--- config.mk ---
export PLATFORM = sky130hd
export DESIGN_NAME = ebh_bus_release
export DESIGN_NICKNAME = d
export VERILOG_FILES = /design/src/ebh_pkg.sv /design/src/ebh_sync_if.sv /design/src/ebh_req_sync.sv /design/src/ebh_bus_release.sv
export SDC_FILE = /design/constraint.sdc
export NUM_CORES = 1
export LEC_CHECK = 0
export ABC_AREA = 1
export BUFFER_PORTS_ARGS = -buffer_cell sky130_fd_sc_hd__buf_2
export CORE_MARGIN = 1
export CORE_UTILIZATION = 45
export CTS_BUF_LIST = sky130_fd_sc_hd__clkbuf_4 sky130_fd_sc_hd__clkbuf_8
export CTS_CLUSTER_SIZE = 30
export DETAILED_ROUTE_END_ITERATION = 10
export GPL_TIMING_DRIVEN = 0
export HOLD_SLACK_MARGIN = 0.03
export PLACE_DENSITY_LB_ADDON = 0.12
export SYNTH_ARGS = -nofsm -noshare
export SYNTH_HDL_FRONTEND = slang
export SYNTH_SLANG_ARGS = --single-unit
--- constraint.sdc ---
create_clock -name clk_sys_i -period 1.63 [get_ports clk_sys_i]
set_input_delay 0.163 -clock clk_sys_i [delete_from_list [all_inputs] [get_ports clk_sys_i]]
set_output_delay 0.163 -clock clk_sys_i [all_outputs]
set_load 0.1 [all_outputs]
--- src/ebh_pkg.sv ---
// constants and types shared by the external bus hold release block
package ebh_pkg;
  // ----------------------------------------------------------------
  // processor modes in which the hold feature is live
  // ----------------------------------------------------------------
  localparam logic [1:0] EBH_MODE_MEM_EXP = 2'h1;
  localparam logic [1:0] EBH_MODE_MICRO = 2'h3;

  // ----------------------------------------------------------------
  // bus widths
  // ----------------------------------------------------------------
  localparam int EBH_ADDR_W = 20;
  localparam int EBH_DATA_W = 16;
  localparam int EBH_CS_W = 4;

  // ----------------------------------------------------------------
  // reset levels
  // ----------------------------------------------------------------
  localparam logic EBH_REQ_IDLE_N = 1'b1; // request input inactive level
  localparam logic EBH_ACK_IDLE_N = 1'b1; // grant ack inactive level
  localparam logic EBH_BCLK_RST = 1'b0;

  // release sequence states
  typedef enum logic [1:0] {
    EBH_RUN,    // device owns the buses
    EBH_FLOAT,  // buses floated, ack waits for rising bus clock
    EBH_HOLD,   // ack low, other master owns the buses
    EBH_UNACK   // ack high again, buses restore at next rising edge
  } ebh_state_e;
endpackage

--- src/ebh_sync_if.sv ---
// carrier between the release logic and its request synchroniser
`timescale 1ns/1ps
`default_nettype none
interface ebh_sync_if;
  logic req_raw_n;  // hold request as it arrives at the pin
  logic req_sync_n; // same request after two flip-flops

  modport owner (output req_raw_n, input req_sync_n);
  modport sync (input req_raw_n, output req_sync_n);
endinterface
`default_nettype wire

--- src/ebh_req_sync.sv ---
// two-stage synchroniser for the active-low hold request
`timescale 1ns/1ps
`default_nettype none
module ebh_req_sync
  import ebh_pkg::*;
(
  input wire logic clk_sys_i,
  input wire logic srst_i,
  ebh_sync_if.sync sif
);
  typedef struct packed {
    logic meta;
    logic stable;
  } ebh_sync_s;

  ebh_sync_s s_r;
  ebh_sync_s s_nxt;

  // ----------------------------------------------------------------
  // next state: first stage feeds only the second
  // ----------------------------------------------------------------
  always_comb begin
    s_nxt = s_r;
    s_nxt.meta = sif.req_raw_n;
    s_nxt.stable = s_r.meta;
  end

  // idle level at reset so no stray request appears
  always_ff @(posedge clk_sys_i) begin
    if (srst_i) begin
      s_r <= '{meta: EBH_REQ_IDLE_N, stable: EBH_REQ_IDLE_N};
    end else begin
      s_r <= s_nxt;
    end
  end

  assign sif.req_sync_n = s_r.stable;
endmodule
`default_nettype wire

--- src/ebh_bus_release.sv ---
// external bus hold and release logic with registered pin drivers
`timescale 1ns/1ps
`default_nettype none
module ebh_bus_release
  import ebh_pkg::*;
#(
  parameter int ADDR_W = EBH_ADDR_W,
  parameter int DATA_W = EBH_DATA_W,
  parameter int CS_W = EBH_CS_W
) (
  input wire logic clk_sys_i,
  input wire logic srst_i,
  input wire logic [1:0] proc_mode_i,
  input wire logic hold_req_n_i,
  input wire logic bus_cycle_busy_i,
  input wire logic [ADDR_W-1:0] core_addr_i,
  input wire logic [DATA_W-1:0] core_data_i,
  input wire logic [DATA_W-1:0] core_data_oe_i,
  input wire logic core_rd_n_i,
  input wire logic core_wr_n_i,
  input wire logic core_wrl_n_i,
  input wire logic core_wrh_n_i,
  input wire logic core_ube_n_i,
  input wire logic [CS_W-1:0] core_cs_n_i,
  input wire logic core_ale_i,
  output logic bclk_o,
  output logic bus_grant_ack_n_o,
  output logic core_hold_o,
  output logic [ADDR_W-1:0] addr_o,
  output logic addr_oe_o,
  output logic [DATA_W-1:0] data_o,
  output logic [DATA_W-1:0] data_oe_o,
  output logic read_n_o,
  output logic write_n_o,
  output logic write_low_byte_n_o,
  output logic write_high_byte_n_o,
  output logic upper_byte_enable_n_o,
  output logic strobe_oe_o,
  output logic [CS_W-1:0] chip_select_lines_o,
  output logic chip_select_oe_o,
  output logic ale_o
);
  typedef struct packed {
    ebh_state_e st;
    logic bclk;
    logic ack_n;
    logic rel;
    logic [ADDR_W-1:0] addr;
    logic addr_oe;
    logic [DATA_W-1:0] data;
    logic [DATA_W-1:0] data_oe;
    logic rd_n;
    logic wr_n;
    logic wrl_n;
    logic wrh_n;
    logic ube_n;
    logic strobe_oe;
    logic [CS_W-1:0] cs_n;
    logic cs_oe;
    logic ale;
  } ebh_state_s;

  ebh_state_s s_r;
  ebh_state_s s_nxt;
  ebh_sync_if sif ();

  logic mode_ok;
  logic bclk_fall;
  logic bclk_rise;
  logic rel_nxt;

  // ----------------------------------------------------------------
  // request synchroniser
  // ----------------------------------------------------------------
  assign sif.req_raw_n = hold_req_n_i;

  ebh_req_sync u_sync (
    .clk_sys_i (clk_sys_i),
    .srst_i (srst_i),
    .sif (sif)
  );

  // bus clock edges as seen one system cycle ahead
  assign bclk_fall = s_r.bclk;
  assign bclk_rise = !s_r.bclk;
  assign mode_ok = (proc_mode_i == EBH_MODE_MEM_EXP) ||
                   (proc_mode_i == EBH_MODE_MICRO);

  // ----------------------------------------------------------------
  // release sequencer and pin drivers
  // ----------------------------------------------------------------
  always_comb begin
    s_nxt = s_r;
    s_nxt.bclk = !s_r.bclk;
    unique case (s_r.st)
      EBH_RUN: begin
        // a busy cycle always finishes first
        if (bclk_fall && !sif.req_sync_n && mode_ok &&
            !bus_cycle_busy_i) begin
          s_nxt.st = EBH_FLOAT;
        end
      end
      EBH_FLOAT: begin
        if (bclk_rise) begin
          s_nxt.st = EBH_HOLD;
          s_nxt.ack_n = 1'b0;
        end
      end
      EBH_HOLD: begin
        if (bclk_rise && sif.req_sync_n) begin
          s_nxt.st = EBH_UNACK;
          s_nxt.ack_n = EBH_ACK_IDLE_N;
        end
      end
      EBH_UNACK: begin
        if (bclk_rise) begin
          s_nxt.st = EBH_RUN;
        end
      end
    endcase
    rel_nxt = (s_nxt.st != EBH_RUN);
    s_nxt.rel = rel_nxt;
    // values keep following the core so restore shows the live state
    s_nxt.addr = core_addr_i;
    s_nxt.data = core_data_i;
    s_nxt.rd_n = core_rd_n_i;
    s_nxt.wr_n = core_wr_n_i;
    s_nxt.wrl_n = core_wrl_n_i;
    s_nxt.wrh_n = core_wrh_n_i;
    s_nxt.ube_n = core_ube_n_i;
    s_nxt.cs_n = core_cs_n_i;
    // enables ignore any port assignment of the pins
    s_nxt.addr_oe = !rel_nxt;
    s_nxt.data_oe = rel_nxt ? '0 : core_data_oe_i;
    s_nxt.strobe_oe = !rel_nxt;
    s_nxt.cs_oe = !rel_nxt;
    // latch enable never floats; it mirrors the bus clock in hold
    s_nxt.ale = rel_nxt ? s_nxt.bclk : core_ale_i;
  end

  // address, data, strobe and chip select pins float during reset, latch enable is held low; the core takes over one cycle after
  always_ff @(posedge clk_sys_i) begin
    if (srst_i) begin
      s_r <= '0;
      s_r.st <= EBH_RUN;
      s_r.bclk <= EBH_BCLK_RST;
      s_r.ack_n <= EBH_ACK_IDLE_N;
      s_r.rd_n <= 1'b1;
      s_r.wr_n <= 1'b1;
      s_r.wrl_n <= 1'b1;
      s_r.wrh_n <= 1'b1;
      s_r.ube_n <= 1'b1;
      s_r.cs_n <= '1;
    end else begin
      s_r <= s_nxt;
    end
  end

  // ----------------------------------------------------------------
  // outputs straight from the state register
  // ----------------------------------------------------------------
  assign bclk_o = s_r.bclk;
  assign bus_grant_ack_n_o = s_r.ack_n;
  assign core_hold_o = s_r.rel;
  assign addr_o = s_r.addr;
  assign addr_oe_o = s_r.addr_oe;
  assign data_o = s_r.data;
  assign data_oe_o = s_r.data_oe;
  assign read_n_o = s_r.rd_n;
  assign write_n_o = s_r.wr_n;
  assign write_low_byte_n_o = s_r.wrl_n;
  assign write_high_byte_n_o = s_r.wrh_n;
  assign upper_byte_enable_n_o = s_r.ube_n;
  assign strobe_oe_o = s_r.strobe_oe;
  assign chip_select_lines_o = s_r.cs_n;
  assign chip_select_oe_o = s_r.cs_oe;
  assign ale_o = s_r.ale;
endmodule
`default_nettype wire

; ---- Word level (Yosys, flattened, before mapping)
; Cells that the tools add are included.
[word_totals]
ff_bits = 70
inputBits = 68
output_inout_bits = 68
wordCells = 47
[op_classes]
eq_ne = 7
mux = 9
n_reduce_logical = 14
[op_table]
columns = cell, count
row1 = 2-bit two-way mux, 4
row2 = 2-bit one-hot mux with 4 select lines, 1
row3 = 2-bit equality test (second input constant), 3
row4 = 2-bit by 1-bit equality test with 1-bit output (second input constant), 2
row5 = 1-bit logical AND, 4
row6 = 1-bit logical NOT, 4
row7 = 2-bit != test (second input constant), 2
row8 = 2-bit nonzero test, 2
row9 = 1-bit two-way mux, 3
row10 = 3-bit AND reduction, 1
row11 = 2-bit logical NOT, 1
row12 = 1-bit one-hot mux with 2 select lines, 1
row13 = 2-bit OR reduction, 1
row14 = 1-bit logical OR, 1

; ---- Logic depth before layout (Yosys ltp)
[depth]
depth_word = 8
ltp_mapped = 8
ltp_nobuf = 8

; ---- By module
; From an unflattened synthesis, not the netlist that was laid out.
[unflattened]
hier_cells = 279
area_unflattened_um2 = 2501.1
[by_module_without_submodules]
columns = module, instances, cells_per_inst, area_each_um2
row1 = ebh_bus_release, 1, 272, 2442.3
row2 = ebh_req_sync, 1, 7, 58.8

; ---- Worst setup path before layout
; OpenSTA, ideal clock, no wires.
[synth_path]
path_type = flip-flop to flip-flop
start = register s_r, in the netlist bclk_o
end = register s_r, in the netlist chip_select_oe_o
t_arrival_ns = 1.776
required_time_ns = 1.516
path_slack_ns = -0.260
path_stages_with_launch = 7
period_less_slack_ns = 1.890
cell_sequence = dfxtp_1 > inv_1 > a21oi_1 > nor2_4 > nand4_4 > buf_6 > inv_1
[synth_between]
elab_chain_len = 7
[synth_rtl]
columns = element, line
row1 = start: declaration, ebh_bus_release.sv:63  ; ebh_state_s s_r;
row2 = start signal: assignment, ebh_bus_release.sv:155  ; s_r <= s_nxt;
row3 = 1-bit logical AND (3 in a row), ebh_bus_release.sv:98  ; if (bclk_fall && !sif.req_sync_n && mode_ok &&
row4 = 2-bit two-way mux, ebh_bus_release.sv:98
row5 = 2-bit one-hot mux with 4 select lines (*), ebh_bus_release.sv:95  ; unique case (s_r.st)
row6 = 2-bit nonzero test (*), ebh_bus_release.sv:121  ; rel_nxt = (s_nxt.st != EBH_RUN);
row7 = 1-bit logical NOT (*), ebh_bus_release.sv:136  ; s_nxt.cs_oe = !rel_nxt;
; Mark *: on every way between the ends. The rest lies on a longest branch, timed or not.
; A chain may end at the register's enable or synchronous reset.

==> flow_metrics.py <==
metrics = {
    "sta": {
        "clock.fmax_ghz": 0.739,
        "final.period_utilization_pct": 83.0,
        "fin_setup_tns_ns": 0,
        "relative_slew_margins_pct": 66.9,
        "grt_setup_unrepaired": "no",
        "report.final.slew_viol_count": 0,
        "finalCriticalPeriod_ns": 1.35,
        "hold_violations": 0,
        "timing.clock.skew_ns": 0.00562,
        "setup-violations-final": 0,
        "worstMarginPinSlew_ns": 0.499,
    },
    "clocking": {
        "h_tree_lvls": 3,
        "number_of_sinks_driven_by_the_clock_tree": 70,
        "numCtsBuffers": 9,
        "cts_hold_repair.buffers": 42,
        "cts_max_path_buffers": 2,
        "ctsRootBufferMaster": "sky130_fd_sc_hd__clkbuf_8",
        "cts_resized": 0,
        "worst_skew_pair.late_latency_ns": 0.33,
        "postCtsSetupRepairBufs": 0,
        "clk_pin_slew_ns": 0.07,
        "tritoncts": "done",
    },
    "logic_synthesis": {
        "postSynthAreaPerCell_um2": 9.01,
        "yosys_warnings": 0,
        "synth_sequential_area_ratio_pct": 56.1,
        "syn-num-nets": 345,
        "postSynthRegisterBits": 70,
        "post_synth_num_cell_types": 16,
        "combined_area_of_all_synthesized_cells_um2": 2500,
        "post_synth_inst_count": 277,
    },
    "route": {
        "drt-wirelength-per-cell_um": 9.40,
        "met2RoutedLength_um": 2650,
        "route.detailed.vias_per_inst": 3.89,
        "dr.max_layer_used": "met4",
        "met1_wire_length_um": 1850,
        "postRouteWirelength_um": 5050,
        "drt-initial-drc-count": 84,
        "wl_met3_um": 411,
        "route.antenna.remaining_nets": 0,
        "detail_route.drc_violations": 0,
        "drt_pass1_iterations": 4,
        "vias": 2091,
    },
    "worst_setup_path": {
        "worst_ep_arrival_time_ns": 1.19,
        "timing.critical_path.slowest_cell_delay_ns": 0.41,
        "path_cells": "buf_4, buf_2",
        "worst_path_max_fanout": 3,
        "rr_startpoint": "bclk_o",
        "critical_path.reg2reg.endpoint": "chip_select_oe_o",
        "path_class": "register to output port",
        "worstSetupStartpointType": "register",
        "cp_slowest_cell": "sky130_fd_sc_hd__buf_2",
        "worstRegToRegCells": 5,
        "cp.required_ns": 1.47,
        "worst-r2r-setup-slack_ns": 0.38,
        "critical_path.endpoint_type": "output port",
    },
    "worst_hold_path": {
        "hold_start": "core_data_i[12]",
        "hold-path-endpoint": "data_o[12]",
        "hold-path-cell-count": 3,
        "timing.hold.worst.class": "primary input to register",
    },
    "power": {
        "total_power_mw": 4.23,
        "leakagePower_nw": 2.20,
        "ir_drop_v": 0.000754,
        "power.density_cell_area_nw_per_um2": 1100,
    },
    "final_layout": {
        "mostFrequentLayoutCell": "sky130_fd_sc_hd__buf_2",
        "final_nets": 531,
        "final_layout_size_suffix_gt1_share_pct": 49.3,
        "flow.area_growth_from_synthesis_pct": 54.2,
        "antenna-diode-count": 0,
        "layout_common_cells": "sky130_fd_sc_hd__buf_2, sky130_fd_sc_hd__dfxtp_1, sky130_fd_sc_hd__inv_1, sky130_fd_sc_hd__buf_4, sky130_fd_sc_hd__nor2_1",
    },
    "die": {
        "fp.dieArea_um2": 5850,
        "die_w_um": 76.5,
        "ios": 136,
        "die_h_um": 76.5,
        "initial_utilization_pct": 47.7,
        "floorplan.rows": 26,
        "placeableCoreArea_um2": 5240,
    },
    "global_route": {
        "global_route.overflow_total": 0,
        "antenna_found_initial": 0,
        "grt.total_usage_pct": 18.2,
        "pin_count_of_the_biggest_net_entering_global_routing": 11,
        "wire_length_of_the_first_global_routing_pass_um": 8190,
        "grt_pass1_vias": 2028,
    },
    "run": {
        "max-cap-violations": 0,
    },
    "placement": {
        "place.port_buffers": 133,
        "gp_congestion": 0.743,
        "post-dp-hpwl_um": 3170,
    },
    "run_status": {
        "outcome": "finished clean",
    },
}
[cell families after synthesis]
| logic type | share of synthesized area [%] |
|---|---|
| AOI/OAI and AO/OA | 1.05 |
| and+or+nand+nor | 15.1 |
| DFF | 56.1 |
| buffers and inverters | 27.7 |
[critical path: cells and delay by family (launching register included)]
kind | cells | cell delay [ns]
buf+inv | 2 | 0.52
flops | 1 | 0.35
[state kept, by name, indices dropped and copies added (netlist names), 2 cells and up]
name	count
s_r	2
chip_select_lines_o	4
data_oe_o	16
addr_o	20
data_o	16
[final cells by class]
cell class / count / area (um^2)
flip-flops and latches: 70 / 1400
fillers: 403 / 1390
repair buffers: 175 / 1090
plain buffers: 65 / 469
multi-input cells: 83 / 404
inverters: 59 / 221
clock buffers: 14 / 174
well taps: 70 / 87.6
clock inverters: 1 / 5.00
[synth_stat cells]
cell type / instances / share of area [%]
sky130_fd_sc_hd__a21oi_1: 2 / 0.40
sky130_fd_sc_hd__a31oi_1: 1 / 0.25
sky130_fd_sc_hd__buf_4: 58 / 17
sky130_fd_sc_hd__buf_6: 1 / 0.45
sky130_fd_sc_hd__clkbuf_1: 6 / 0.90
sky130_fd_sc_hd__dfxtp_1: 70 / 56
sky130_fd_sc_hd__inv_1: 59 / 8.9
sky130_fd_sc_hd__nand2_1: 5 / 0.75
sky130_fd_sc_hd__nand3_1: 2 / 0.40
sky130_fd_sc_hd__nand4_1: 1 / 0.25
sky130_fd_sc_hd__nand4_4: 1 / 0.85
sky130_fd_sc_hd__nor2_1: 48 / 7.2
sky130_fd_sc_hd__nor2_2: 8 / 2.0
sky130_fd_sc_hd__nor2_4: 2 / 0.90
sky130_fd_sc_hd__o21ai_0: 2 / 0.40
sky130_fd_sc_hd__or2_2: 11 / 2.8
[per-stage QoR]
stage	instance area [um^2]	hold slack [ns]	utilization [%]	std cells	worst slack, ns
after detailed placement	3250	0.347	62.1	480	0.379
final	3850	0.0443	73.5	537	0.277
after CTS	3850	0.0303	73.5	537	0.254
after floorplan	2500	0.267	-	277	0.0928
after global placement	3250	0.345	62.1	480	0.395
after global routing	3850	0.0416	73.5	537	0.223
[how the worst max path moves through the flow]
stage | slack (ns) | end | from
after floorplan | 0.09 | chip_select_oe_o | chip_select_oe_o
after global placement | 0.40 | chip_select_oe_o | bclk_o
after detailed placement | 0.38 | chip_select_oe_o | bclk_o
after CTS | 0.25 | strobe_oe_o | chip_select_oe_o
after global routing | 0.22 | strobe_oe_o | chip_select_oe_o
final | 0.28 | strobe_oe_o | chip_select_oe_o
[power breakdown]
group	switching [mW]	total (mW)	internal, mW
Sequential	0.0260	1.83	1.80
Clock	0.580	1.26	0.677
Combinational	0.832	1.15	0.315
[per-layer routing]
| metal | GRT usage (%) | vias up |
|---|---|---|
| met2 | 34.9 | 83 |
| met5 | 0 | - |
| met3 | 5.39 | 14 |
| met1 | 16.0 | 900 |
| met4 | 12.3 | 0 |
| li1 | - | 1094 |
(Power assumes the default switching activity.)
